[src/serial_port_pkg.sv]
// Constants and types shared by the serial port unit
package serial_port_pkg;
    localparam int DATA_W = 8;
    localparam int FIFO_DEPTH = 16;
    localparam int FIFO_AW = 4;
    // Serial control register bit positions
    localparam int RX_DONE_POS = 0;
    localparam int TX_DONE_POS = 1;
    localparam int NINTH_RX_POS = 2;
    localparam int RX_EN_POS = 4;
    localparam int MULTIPROC_POS = 5;
    // Serial status register bit positions
    localparam int RATE_DOUBLE_POS = 4;
    // Timing
    localparam int CORE_CLK_MHZ = 100;
    localparam int MODE0_DIV = 12;
    localparam logic [3:0] MODE0_DIV_LAST = 4'hb;
    localparam logic [3:0] MODE0_HALF = 4'h5;
    localparam logic [3:0] OVS_LAST = 4'hf;
    localparam logic [3:0] OVS_MID = 4'h7;
    localparam logic [3:0] BITS_LAST = 4'h7;
    localparam logic [3:0] ASYNC_BITS_LAST = 4'h9;
    // Operating modes
    localparam logic [1:0] MODE_SYNC = 2'h0;
    localparam logic [1:0] MODE_ASYNC8 = 2'h1;
    localparam logic [1:0] MODE_FIXED9 = 2'h2;
    localparam logic [1:0] MODE_VAR9 = 2'h3;
    // Rate source codes
    localparam logic [1:0] SRC_TIMER1 = 2'h0;
    typedef enum logic [4:0] {
        TX_IDLE = 5'b00001,
        TX_SYNC = 5'b00010,
        TX_ASYNC = 5'b00100,
        TX_STOP = 5'b01000,
        TX_SPARE = 5'b10000
    } tx_state_type;
    typedef enum logic [3:0] {
        RX_IDLE = 4'b0001,
        RX_SYNC = 4'b0010,
        RX_ASYNC = 4'b0100,
        RX_HOLD = 4'b1000
    } rx_state_type;
endpackage : serial_port_pkg

[src/byte_fifo.sv]
// Small flip-flop FIFO with valid and ready on both sides
`timescale 1ns/1ps
`default_nettype none
module byte_fifo #(
    parameter int WIDTH = 8,
    parameter int DEPTH = 16,
    parameter int AW = 4
) (
    input wire logic core_clk_i,
    input wire logic rst_b_i,
    input wire logic [WIDTH-1:0] in_data_i,
    input wire logic in_valid_i,
    output logic in_ready_o,
    output logic [WIDTH-1:0] out_data_o,
    output logic out_valid_o,
    input wire logic out_ready_i
);
    typedef struct packed {
        logic [DEPTH-1:0][WIDTH-1:0] mem;
        logic [AW-1:0] wr_ptr;
        logic [AW-1:0] rd_ptr;
        logic [AW:0] count;
    } fifo_state_type;
    fifo_state_type st;
    fifo_state_type next_st;
    logic push;
    logic pop;
    // Handshake decode; count is one bit wider than the pointers so full is visible
    assign in_ready_o = (st.count != (AW + 1)'(DEPTH));
    assign out_valid_o = (st.count != '0);
    assign out_data_o = st.mem[st.rd_ptr];
    assign push = in_valid_i && in_ready_o;
    assign pop = out_valid_o && out_ready_i;
    // Pointer and storage update
    always_comb begin
        next_st = st;
        if (push) begin
            next_st.mem[st.wr_ptr] = in_data_i;
            next_st.wr_ptr = st.wr_ptr + 1'b1;
        end
        if (pop) begin
            next_st.rd_ptr = st.rd_ptr + 1'b1;
        end
        if (push && !pop) begin
            next_st.count = st.count + 1'b1;
        end else if (pop && !push) begin
            next_st.count = st.count - 1'b1;
        end
    end
    // State register
    always_ff @(posedge core_clk_i) begin
        if (!rst_b_i) begin
            st <= '0;
        end else begin
            st <= next_st;
        end
    end
endmodule : byte_fifo
`default_nettype wire

[src/serial_port.sv]
// Serial port unit: synchronous shift mode and 8-bit asynchronous mode
`timescale 1ns/1ps
`default_nettype none
module serial_port
    import serial_port_pkg::*;
(
    input wire logic core_clk_i,
    input wire logic rst_b_i,
    input wire logic [1:0] mode_i,
    input wire logic rx_enable_bit_i,
    input wire logic multiproc_check_bit_i,
    input wire logic rate_double_bit_i,
    input wire logic [1:0] tx_rate_source_sel_i,
    input wire logic [1:0] rx_rate_source_sel_i,
    input wire logic [3:0] timer_overflow_i,
    input wire logic [DATA_W-1:0] wr_data_i,
    input wire logic wr_valid_i,
    output logic wr_ready_o,
    input wire logic rd_strobe_i,
    input wire logic clr_tx_done_i,
    input wire logic clr_rx_done_i,
    input wire logic clr_overrun_i,
    input wire logic irq_enable_i,
    output logic [DATA_W-1:0] serial_data_buffer_o,
    output logic tx_done_flag_o,
    output logic rx_done_flag_o,
    output logic ninth_rx_bit_o,
    output logic overrun_o,
    output logic tx_busy_o,
    output logic irq_o,
    input wire logic serial_in_pin_i,
    output logic serial_in_pin_o,
    output logic serial_in_pin_oe_o,
    output logic serial_out_pin_o
);
    typedef struct packed {
        logic [1:0] in_sync;
        logic rx_prev;
        tx_state_type tx_st;
        rx_state_type rx_st;
        logic [DATA_W-1:0] tx_shift;
        logic [3:0] tx_bits;
        logic [3:0] tx_ovs;
        logic [DATA_W-1:0] rx_shift;
        logic [3:0] rx_bits;
        logic [3:0] rx_ovs;
        logic [3:0] sync_div;
        logic t1_half_tx;
        logic t1_half_rx;
        logic [DATA_W-1:0] rx_buffer;
        logic unread;
        logic tx_done;
        logic rx_done;
        logic ninth;
        logic overrun;
        logic out_pin;
        logic sclk;
        logic in_drive_low;
    } port_state_type;
    port_state_type st;
    port_state_type next_st;
    logic fifo_valid;
    logic fifo_pop;
    logic [DATA_W-1:0] fifo_data;
    logic rx_pin;
    logic tx_ovf;
    logic rx_ovf;
    logic tx_tick;
    logic rx_tick;
    logic sync_tick;
    logic rx_load;
    logic [DATA_W-1:0] rx_byte;
    logic tx_set;

    // Write data waits in the FIFO; transmitter pops when idle
    byte_fifo #(
        .WIDTH(DATA_W),
        .DEPTH(FIFO_DEPTH),
        .AW(FIFO_AW)
    ) tx_fifo (
        .core_clk_i(core_clk_i),
        .rst_b_i(rst_b_i),
        .in_data_i(wr_data_i),
        .in_valid_i(wr_valid_i),
        .in_ready_o(wr_ready_o),
        .out_data_o(fifo_data),
        .out_valid_o(fifo_valid),
        .out_ready_i(fifo_pop)
    );

    // Pin sampled after the two-stage synchroniser
    assign rx_pin = st.in_sync[1];
    assign tx_ovf = timer_overflow_i[tx_rate_source_sel_i];
    assign rx_ovf = timer_overflow_i[rx_rate_source_sel_i];
    assign tx_tick = tx_ovf && ((tx_rate_source_sel_i != SRC_TIMER1) || rate_double_bit_i
                     || st.t1_half_tx);
    assign rx_tick = rx_ovf && ((rx_rate_source_sel_i != SRC_TIMER1) || rate_double_bit_i
                     || st.t1_half_rx);
    assign sync_tick = (st.sync_div == MODE0_DIV_LAST);
    // nine-bit modes never start a frame; mode 1 stays full duplex
    assign fifo_pop = (st.tx_st == TX_IDLE) && fifo_valid
                      && ((mode_i == MODE_SYNC) ? (st.rx_st == RX_IDLE) : (mode_i == MODE_ASYNC8));
    assign rx_byte = {rx_pin, st.rx_shift[DATA_W-1:1]};

    // Outputs from the state register
    assign serial_data_buffer_o = st.rx_buffer;
    assign tx_done_flag_o = st.tx_done;
    assign rx_done_flag_o = st.rx_done;
    assign ninth_rx_bit_o = st.ninth;
    assign overrun_o = st.overrun;
    assign tx_busy_o = (st.tx_st != TX_IDLE);
    assign irq_o = irq_enable_i && (st.tx_done || st.rx_done);
    assign serial_out_pin_o = st.out_pin;
    assign serial_in_pin_o = 1'b0;
    assign serial_in_pin_oe_o = st.in_drive_low;

    // Next state of the whole port
    always_comb begin
        next_st = st;
        rx_load = 1'b0;
        tx_set = 1'b0;
        next_st.in_sync = {st.in_sync[0], serial_in_pin_i};
        next_st.rx_prev = rx_pin;
        next_st.sync_div = sync_tick ? '0 : st.sync_div + 1'b1;
        if (tx_ovf && tx_rate_source_sel_i == SRC_TIMER1) begin
            next_st.t1_half_tx = !st.t1_half_tx;
        end
        if (rx_ovf && rx_rate_source_sel_i == SRC_TIMER1) begin
            next_st.t1_half_rx = !st.t1_half_rx;
        end
        // Transmitter
        case (st.tx_st)
            TX_IDLE: begin
                // Output pin left alone: a mode 0 receive may own the clock
                next_st.in_drive_low = 1'b0;
                if (fifo_pop) begin
                    next_st.tx_shift = fifo_data;
                    next_st.tx_bits = '0;
                    next_st.tx_ovs = '0;
                    next_st.sync_div = '0;
                    if (mode_i == MODE_SYNC) begin
                        next_st.tx_st = TX_SYNC;
                        next_st.in_drive_low = !fifo_data[0];
                        // First bit also gets its low then high clock half
                        next_st.out_pin = 1'b0;
                    end else begin
                        next_st.tx_st = TX_ASYNC;
                        next_st.out_pin = 1'b0;
                    end
                end
            end
            TX_SYNC: begin
                // Clock low first half, high second half
                if (st.sync_div == MODE0_HALF) begin
                    next_st.out_pin = 1'b1;
                end
                if (sync_tick) begin
                    next_st.out_pin = 1'b0;
                    next_st.tx_shift = st.tx_shift >> 1;
                    next_st.in_drive_low = !st.tx_shift[1];
                    next_st.tx_bits = st.tx_bits + 1'b1;
                    if (st.tx_bits == BITS_LAST) begin
                        tx_set = 1'b1;
                        next_st.tx_st = TX_IDLE;
                        next_st.out_pin = 1'b1;
                        next_st.in_drive_low = 1'b0;
                    end
                end
            end
            TX_ASYNC: begin
                if (tx_tick) begin
                    next_st.tx_ovs = st.tx_ovs + 1'b1;
                    if (st.tx_ovs == OVS_LAST) begin
                        next_st.tx_bits = st.tx_bits + 1'b1;
                        if (st.tx_bits == BITS_LAST + 4'h1) begin
                            next_st.out_pin = 1'b1;
                            tx_set = 1'b1;
                            next_st.tx_st = TX_STOP;
                        end else begin
                            next_st.out_pin = st.tx_shift[0];
                            next_st.tx_shift = st.tx_shift >> 1;
                        end
                    end
                end
            end
            TX_STOP: begin
                if (tx_tick && st.tx_ovs == OVS_LAST) begin
                    next_st.tx_st = TX_IDLE;
                end else if (tx_tick) begin
                    next_st.tx_ovs = st.tx_ovs + 1'b1;
                end
            end
            default: begin
                next_st.tx_st = TX_IDLE;
            end
        endcase
        // Receiver
        case (st.rx_st)
            RX_IDLE: begin
                // mode 0 starts when enabled, flag clear, transmitter idle and nothing queued; mode 1 starts when enabled at a falling edge
                if (mode_i == MODE_SYNC && rx_enable_bit_i && !st.rx_done
                    && st.tx_st == TX_IDLE && !fifo_valid) begin
                    next_st.rx_st = RX_SYNC;
                    next_st.rx_bits = '0;
                    next_st.sync_div = '0;
                    next_st.out_pin = 1'b0;
                end else if (mode_i == MODE_ASYNC8 && rx_enable_bit_i && st.rx_prev
                             && !rx_pin) begin
                    next_st.rx_st = RX_ASYNC;
                    next_st.rx_bits = '0;
                    next_st.rx_ovs = '0;
                end
            end
            RX_SYNC: begin
                if (st.sync_div == MODE0_HALF) begin
                    next_st.out_pin = 1'b1;
                end
                if (sync_tick) begin
                    next_st.out_pin = 1'b0;
                    next_st.rx_shift = rx_byte;
                    next_st.rx_bits = st.rx_bits + 1'b1;
                    if (st.rx_bits == BITS_LAST) begin
                        next_st.out_pin = 1'b1;
                        next_st.rx_st = RX_HOLD;
                    end
                end
            end
            RX_HOLD: begin
                // flag one cycle after eighth bit
                rx_load = 1'b1;
                next_st.rx_buffer = st.rx_shift;
                next_st.rx_st = RX_IDLE;
            end
            RX_ASYNC: begin
                if (rx_tick) begin
                    next_st.rx_ovs = st.rx_ovs + 1'b1;
                    if (st.rx_ovs == OVS_MID) begin
                        next_st.rx_bits = st.rx_bits + 1'b1;
                        if (st.rx_bits == '0 && rx_pin) begin
                            next_st.rx_st = RX_IDLE;
                        end else if (st.rx_bits == ASYNC_BITS_LAST) begin
                            next_st.rx_st = RX_IDLE;
                            // load only if clear and check ok
                            if (!st.rx_done && (!multiproc_check_bit_i || rx_pin)) begin
                                rx_load = 1'b1;
                                next_st.rx_buffer = st.rx_shift;
                                next_st.ninth = rx_pin;
                            end
                        end else if (st.rx_bits != '0) begin
                            next_st.rx_shift = rx_byte;
                        end
                    end
                end
            end
            default: begin
                next_st.rx_st = RX_IDLE;
            end
        endcase
        if (clr_tx_done_i) begin
            next_st.tx_done = 1'b0;
        end
        if (tx_set) begin
            next_st.tx_done = 1'b1;
        end
        if (clr_rx_done_i) begin
            next_st.rx_done = 1'b0;
        end
        if (clr_overrun_i) begin
            next_st.overrun = 1'b0;
        end
        if (rd_strobe_i) begin
            next_st.unread = 1'b0;
        end
        if (rx_load) begin
            next_st.rx_done = 1'b1;
            next_st.unread = 1'b1;
            if (st.unread && !rd_strobe_i) begin
                next_st.overrun = 1'b1;
            end
        end
    end

    // State register
    always_ff @(posedge core_clk_i) begin
        if (!rst_b_i) begin
            st <= '{in_sync: 2'h3, rx_prev: 1'b1, tx_st: TX_IDLE, rx_st: RX_IDLE,
                    out_pin: 1'b1, default: '0};
        end else begin
            st <= next_st;
        end
    end
endmodule : serial_port
`default_nettype wire

[config.mk]
export PLATFORM = sky130hd
export DESIGN_NAME = serial_port
export DESIGN_NICKNAME = d
export VERILOG_FILES = /design/src/serial_port_pkg.sv /design/src/byte_fifo.sv /design/src/serial_port.sv
export SDC_FILE = /design/constraint.sdc
export NUM_CORES = 1
export LEC_CHECK = 0
export BUFFER_PORTS_ARGS = -buffer_cell sky130_fd_sc_hd__clkbuf_2
export CAP_MARGIN = 20
export CORE_MARGIN = 2
export CORE_UTILIZATION = 45
export DETAILED_ROUTE_END_ITERATION = 10
export PLACE_DENSITY_LB_ADDON = 0.1
export SYNTH_ARGS = -nofsm -noshare
export SYNTH_HDL_FRONTEND = slang
export SYNTH_SLANG_ARGS = --single-unit
[constraint.sdc]
create_clock -name core_clk_i -period 5.44 [get_ports core_clk_i]
set_clock_uncertainty 0.05 [all_clocks]
set_input_delay 1.088 -clock core_clk_i [delete_from_list [all_inputs] [get_ports core_clk_i]]
set_output_delay 1.088 -clock core_clk_i [all_outputs]
set_load 0.02 [all_outputs]
# Word-level counts from Yosys, hierarchy flattened
# Cells that the tools add are included.
# W data, S select, Z words.
# word_totals
reg_bits	206
output_inout_bits	18
elab_cells	267
# classes
add_sub_neg	9
magnitude_cmp	5
n_eq_ne	42
mux	100
bitwise	1
reduce_logical	70
# op_table
op	count
$bwmux W128	1
$mux W8	12
$mux W4	17
$mux W12	4
$mux W16	3
$mux W5	9
$ne A2 B2 Y1 const B	19
$mux W1	36
$pmux W12 S3	1
$pmux W4 S3	3
$bmux W8 S4	1
$demux W8 S4	1
$pmux W8 S2	2
$add A4 B1 Y4 const B	7
$reduce_and A6 Y1	4
$logic_and A1 B1 Y1	23
$eq A4 B3 Y1 const B	5
$eq A4 B4 Y1 const B	5
$pmux W5 S4	1
$reduce_bool A2 Y1	10
$reduce_and A5 Y1	3
$reduce_and A7 Y1	2
$logic_not A1 Y1	11
$lt A4 B5 Y1 const B	2
30 further kinds	45

# Depth between registers and ports, before layout
# logic_depth
ltp_word	10
mapped_depth	13
mapped_depth_nobuf	12

# Cells and area by module
# From an unflattened synthesis, not the netlist that was laid out.
# hier_totals
hier_cells	960
area_unflattened_um2	10214.8
# by_module_without_submodules
mod	n_inst	cells_each	area_per_inst_um2	seq_area_each_um2
byte_fifo	1	594	6904.1	2822.7
serial_port	1	366	3310.7	1281.2

# Worst setup path before layout
# OpenSTA, ideal clock, no wires.
# synth_timing
path_type	input to register
start	input port wr_valid_i
end	register tx_fifo.st[4] (netlist bit)
arrival_ps	3158
required_ps	5320
path_slack_ps	2162
path_stages	10
n_path_buf	1
cell_sequence	a21boi_1 -> clkbuf_1 -> ha_1 -> inv_1 -> fa_1 -> a21o_1 -> a21oi_1 -> xnor2_1 -> or3_1 -> a21oi_1
# synth_between
elab_chain_len	4
elab_cells_between_ends	6
classes_between	mux (1); reduce/logical (5)
# synth_lines
item	line_no	text
from (decl)	serial_port.sv:17	input wire logic wr_valid_i,
$logic_and A1 B1 Y1 *	byte_fifo.sv:32	assign push = in_valid_i && in_ready_o;
named net tx_fifo.push	byte_fifo.sv:26	logic push;
$logic_not A1 Y1	byte_fifo.sv:46	end else if (pop && !push) begin
$logic_and A1 B1 Y1	byte_fifo.sv:46	
$reduce_bool A2 Y1 (no line)	-	
to (signal assigned)	byte_fifo.sv:55	st <= next_st;
to (decl)	byte_fifo.sv:24	fifo_state_type st;
# The timed path passes the listed nets; every way through them passes the cells marked *.
# A chain may end at the register's enable or synchronous reset.

# Worst setup path in the final report
# layout_timing
start	register st[54] (netlist bit)
end	register tx_fifo.st[4] (netlist bit)
# layout_between
elab_chain_len	7
elab_cells_between_ends	9
classes_between	eq/ne (1); mux (2); reduce/logical (6)
# layout_lines
item	line_no	text
from (decl)	serial_port.sv:60	port_state_type st;
from (signal assigned)	serial_port.sv:286	st <= '{in_sync: 2'h3, rx_prev: 1'b1, tx_st: TX_IDLE, rx_st: RX_IDLE,
from (signal assigned)	serial_port.sv:289	st <= next_st;
$eq A4 B1 Y1 *	serial_port.sv:102	&& ((mode_i == MODE_SYNC) ? (st.rx_st == RX_IDLE) : (mode_i == MODE_ASYNC8));
$mux W1 *	serial_port.sv:102	
$logic_and A1 B1 Y1 *	serial_port.sv:102	
$logic_and A1 B1 Y1 *	byte_fifo.sv:33	assign pop = out_valid_o && out_ready_i;
$logic_not A1 Y1	byte_fifo.sv:44	if (push && !pop) begin
$logic_and A1 B1 Y1	byte_fifo.sv:44	
$mux W5 / $reduce_bool A2 Y1 (equally long branches)	-	
# Every way passes the cells marked *; elsewhere a longest branch is shown, timed or not.

==> flow_results.xml <==
<?xml version="1.0" encoding="UTF-8"?>
<metrics>
  <group name="global_routing">
    <metric name="gr-usage-met2" unit="%">33.4</metric>
    <metric name="grt_pass1_vias" unit="">6509</metric>
    <metric name="antenna_found_initial" unit="">0</metric>
    <metric name="grt_pass1_wl" unit="mm">36.9</metric>
    <metric name="globalRouteMet1Util" unit="%">29.9</metric>
    <metric name="gr-usage-met3" unit="%">2.56</metric>
    <metric name="grt.total_usage" unit="%">21.1</metric>
    <metric name="remaining_global_route_overflow" unit="">0</metric>
    <metric name="largest_net_degree_at_the_start_of_global_routing" unit="">135</metric>
    <metric name="gr-max-usage-layer" unit="">met2</metric>
  </group>
  <group name="logic_synthesis">
    <metric name="post_synth_mux_area_share" unit="%">23.2</metric>
    <metric name="postSynth.topFlopCell" unit="">sky130_fd_sc_hd__dfxtp_1</metric>
    <metric name="ys_ff_latch" unit="">205</metric>
    <metric name="synth_enable_flop_cells" unit="">0</metric>
    <metric name="synth_xor_area_share" unit="%">1.65</metric>
    <metric name="post_synth_and_or_nand_nor_area_fraction" unit="%">16.1</metric>
    <metric name="synth_seq_area_share" unit="%">43.0</metric>
    <metric name="synthesized_instance_count" unit="">970</metric>
    <metric name="postSynthNetCount" unit="">1019</metric>
    <metric name="synthDistinctLibCells" unit="">67</metric>
    <metric name="synth_compound_gate_area_share" unit="%">9.43</metric>
    <metric name="synth.cell_area" unit="mm²">0.00954</metric>
    <metric name="synth_warnings" unit="">0</metric>
    <metric name="synth.avg_cell_area" unit="µm²">9.83</metric>
    <metric name="synth_top_family_by_area" unit="">multiplexers</metric>
    <metric name="post_synth_fa_ha_maj_area_fraction" unit="%">2.57</metric>
    <metric name="asyncSetResetFlopFracSynth" unit="%">0</metric>
  </group>
  <group name="floorplan">
    <metric name="io_pins" unit="">48</metric>
    <metric name="core" unit="mm²">0.0209</metric>
    <metric name="die-area" unit="mm²">0.0224</metric>
    <metric name="die_height" unit="µm">150</metric>
    <metric name="chipWidth" unit="µm">150</metric>
    <metric name="floorplan.initialDensity" unit="%">45.7</metric>
    <metric name="row_count" unit="">53</metric>
  </group>
  <group name="critical_path">
    <metric name="worst-setup-path-type" unit="">reg -&gt; reg</metric>
    <metric name="worstPathMaxFanout" unit="">7</metric>
    <metric name="critical_path_required" unit="ps">5820</metric>
    <metric name="reg2reg_setup_slack" unit="ps">2060</metric>
    <metric name="critical_path.cell_chain" unit="">nor4b_1, o221ai_1, nor2_1, inv_2, ha_1, inv_1, ha_1, a21o_1, a21oi_1, xnor2_1, or3_1, a21oi_1</metric>
    <metric name="end_kind" unit="">flop</metric>
    <metric name="crit_slowest_cell" unit="">sky130_fd_sc_hd__nor4b_1</metric>
    <metric name="timing.critical_path.arrival" unit="ps">3760</metric>
    <metric name="worst_path_largest_cell_delay" unit="ps">470</metric>
    <metric name="critPathLaunchType" unit="">flop</metric>
  </group>
  <group name="placed_design">
    <metric name="detailed_placement_wirelength_estimate" unit="mm">14.7</metric>
    <metric name="place.gp.congestion" unit="">0.783</metric>
    <metric name="port_buffers" unit="">46</metric>
  </group>
  <group name="detailed_routing">
    <metric name="route.detailed.drc" unit="">0</metric>
    <metric name="wl_per_cell" unit="µm">18.3</metric>
    <metric name="totalWireLength" unit="mm">23.3</metric>
    <metric name="vias" unit="">7042</metric>
    <metric name="viasPerCell" unit="">5.53</metric>
    <metric name="drtAntennaViolNets" unit="">0</metric>
    <metric name="dr.first_iter.drc_count" unit="">405</metric>
    <metric name="drt_pre_antenna_iters" unit="">5</metric>
  </group>
  <group name="cts">
    <metric name="cts-root-buf" unit="">sky130_fd_sc_hd__clkbuf_16</metric>
    <metric name="clkLatencyLatePin" unit="ps">520</metric>
    <metric name="tritoncts_num_sinks" unit="">205</metric>
    <metric name="numCtsBuffers" unit="">24</metric>
    <metric name="hold_buffers" unit="">0</metric>
    <metric name="tritoncts" unit="">yes</metric>
    <metric name="clock_path_buffers" unit="">3</metric>
    <metric name="postcts_resize_cnt" unit="">0</metric>
    <metric name="htreeDepth" unit="">1</metric>
    <metric name="clkTransAtPathRegs" unit="ps">60</metric>
    <metric name="post_cts_setup_driven_buffer_insertion_count" unit="">0</metric>
  </group>
  <group name="pwr">
    <metric name="power.share.clock" unit="%">40.2</metric>
    <metric name="power.leakage" unit="nW">4.80</metric>
    <metric name="power_switching_share" unit="%">28.6</metric>
    <metric name="p_sw" unit="mW">1.16</metric>
    <metric name="power_frac_seq" unit="%">41.7</metric>
    <metric name="vdd.ir_drop.worst" unit="mV">0.232</metric>
    <metric name="comb_power_share" unit="%">18.2</metric>
    <metric name="p_int" unit="mW">2.89</metric>
    <metric name="power_per_cell_area" unit="mW/mm²">378</metric>
    <metric name="power" unit="mW">4.05</metric>
  </group>
  <group name="hold_path">
    <metric name="hold_path_class" unit="">reg -&gt; reg</metric>
  </group>
  <group name="timing">
    <metric name="timing.slew.headroom" unit="%">27.4</metric>
    <metric name="final_max_slew_viol_count" unit="">0</metric>
    <metric name="maxClockFrequency" unit="MHz">296</metric>
    <metric name="transition_at_the_pin_with_the_smallest_max_transition_slack" unit="ps">1090</metric>
    <metric name="rsz0062_at_grt" unit="">false</metric>
    <metric name="timing_hold_violations_final" unit="">0</metric>
    <metric name="final.min_clock_period" unit="ps">3380</metric>
    <metric name="setup_viol_count_final" unit="">0</metric>
    <metric name="tns" unit="ps">0</metric>
    <metric name="finalCritPeriodShare" unit="%">62.1</metric>
  </group>
  <group name="outcome">
    <metric name="result_of_the_run" unit="">complete, no violations</metric>
  </group>
  <group name="layout">
    <metric name="fin_util" unit="%">51.2</metric>
    <metric name="final_cell_mix" unit="">205 x sky130_fd_sc_hd__dfxtp_1, 170 x sky130_fd_sc_hd__nor2_1, 145 x sky130_fd_sc_hd__mux2i_1</metric>
    <metric name="share_of_final_layout_standard_cells_stronger_than_drive_strength_1" unit="%">14.3</metric>
    <metric name="multi_input_comb_area" unit="mm²">0.00506</metric>
    <metric name="seq_area" unit="mm²">0.00410</metric>
    <metric name="num_antenna_cells" unit="">0</metric>
    <metric name="num-fill-cells" unit="">1990</metric>
    <metric name="layout_commonest_cell" unit="">sky130_fd_sc_hd__dfxtp_1</metric>
    <metric name="final_nets" unit="">1030</metric>
    <metric name="synthToLayoutAreaGrowth" unit="%">12.1</metric>
  </group>
  <group name="run">
    <metric name="max_cap_viol_count" unit="">0</metric>
  </group>
</metrics>
-- cells by family after synthesis --
kind of cell | after synthesis
adders and majority gates | 19
AOI/OAI and AO/OA | 143
muxes | 179
and+or+nand+nor | 317
DFF | 205
other | 1
buffers and inverters | 88
xor gates and xnor gates | 18
-- path summary, 6_finish.rpt --
kind | from | endpoint | cells after the start
max | st[54] | tx_fifo.st[4] | 12
min | next_st[65] | next_st[63] | 1
max reg2reg | st[54] | tx_fifo.st[4] | 12
min reg2reg | next_st[65] | next_st[63] | 1
-- final cells by class --
class | instances | area share (%)
Timing Repair Buffer | 56 | 2.85
Clock buffer | 34 | 6.53
Inverter | 17 | 0.643
Sequential cell | 205 | 38.4
Clock inverter | 10 | 1.10
Tap cell | 275 | 3.22
Multi-Input combinational cell | 677 | 47.3
-- synthesized netlist by cell type, types with 7 or more instances --
cell type / n / area [µm²]
sky130_fd_sc_hd__dfxtp_1: 205 / 4100
sky130_fd_sc_hd__o21a_1: 9 / 67.6
sky130_fd_sc_hd__nor2b_1: 8 / 50.1
sky130_fd_sc_hd__nor2_1: 170 / 638
sky130_fd_sc_hd__nor3_1: 8 / 40.0
sky130_fd_sc_hd__mux4_2: 34 / 766
sky130_fd_sc_hd__nand3_1: 39 / 195
sky130_fd_sc_hd__o21ai_0: 34 / 170
sky130_fd_sc_hd__ha_1: 18 / 225
sky130_fd_sc_hd__mux2i_1: 145 / 1450
sky130_fd_sc_hd__buf_4: 9 / 67.6
sky130_fd_sc_hd__buf_2: 10 / 50.1
sky130_fd_sc_hd__nand2b_1: 7 / 43.8
sky130_fd_sc_hd__xnor2_1: 9 / 78.8
sky130_fd_sc_hd__nand4_1: 9 / 56.3
sky130_fd_sc_hd__a21oi_1: 48 / 240
sky130_fd_sc_hd__xor2_1: 9 / 78.8
sky130_fd_sc_hd__inv_1: 14 / 52.6
sky130_fd_sc_hd__clkbuf_1: 48 / 180
sky130_fd_sc_hd__nand2_1: 28 / 105
-- metrics by stage --
step | cell area (µm²) | hold slack (ps) | setup WS, ps | cells
2_1_floorplan | 9540 | 336 | 2160 | 970
3_3_place_gp | 9880 | 345 | 1900 | 1230
3_5_place_dp | 9880 | 342 | 1820 | 1230
4_1_cts | 10700 | 356 | 2080 | 1274
5_1_grt | 10700 | 379 | 1650 | 1274
6_report | 10700 | 353 | 2060 | 1274
-- flip-flops by register name (all words and copies together) (netlist names) --
register / cells
ninth_rx_bit_o: 1
serial_data_buffer_o: 8
rx_byte: 7
tx_done_flag_o: 1
st: 41
rx_done_flag_o: 1
serial_in_pin_oe_o: 1
overrun_o: 1
serial_out_pin_o: 1
tx_fifo.st: 141
next_st: 2
-- worst max-delay path: cells and delay by family, from the launching register on --
kind / cells / cell delay, ps
xor+xnor: 1 / 90
buf+inv: 2 / 260
flops: 1 / 410
compound gates: 4 / 780
simple gates: 3 / 1160
fa+ha+maj: 2 / 520
-- power groups by stage --
stage | clock network [mW] | logic [mW] | registers, mW
5_1_grt | 1.73 | 0.813 | 1.70
6_report | 1.63 | 0.735 | 1.69
3_5_place_dp | 0 | 0.736 | 1.72
3_3_place_gp | 0 | 0.733 | 1.72
2_1_floorplan | 0 | 0.585 | 1.67
4_1_cts | 1.67 | 0.738 | 1.69
-- per-layer routing --
layer  share of wire, %  wire length (µm)
met5                  0                 0
met4                3.0               689
met3                3.7               863
met2                 45             10600
met1                 48             11200
No activity file was read; power rests on OpenSTA's default activity.
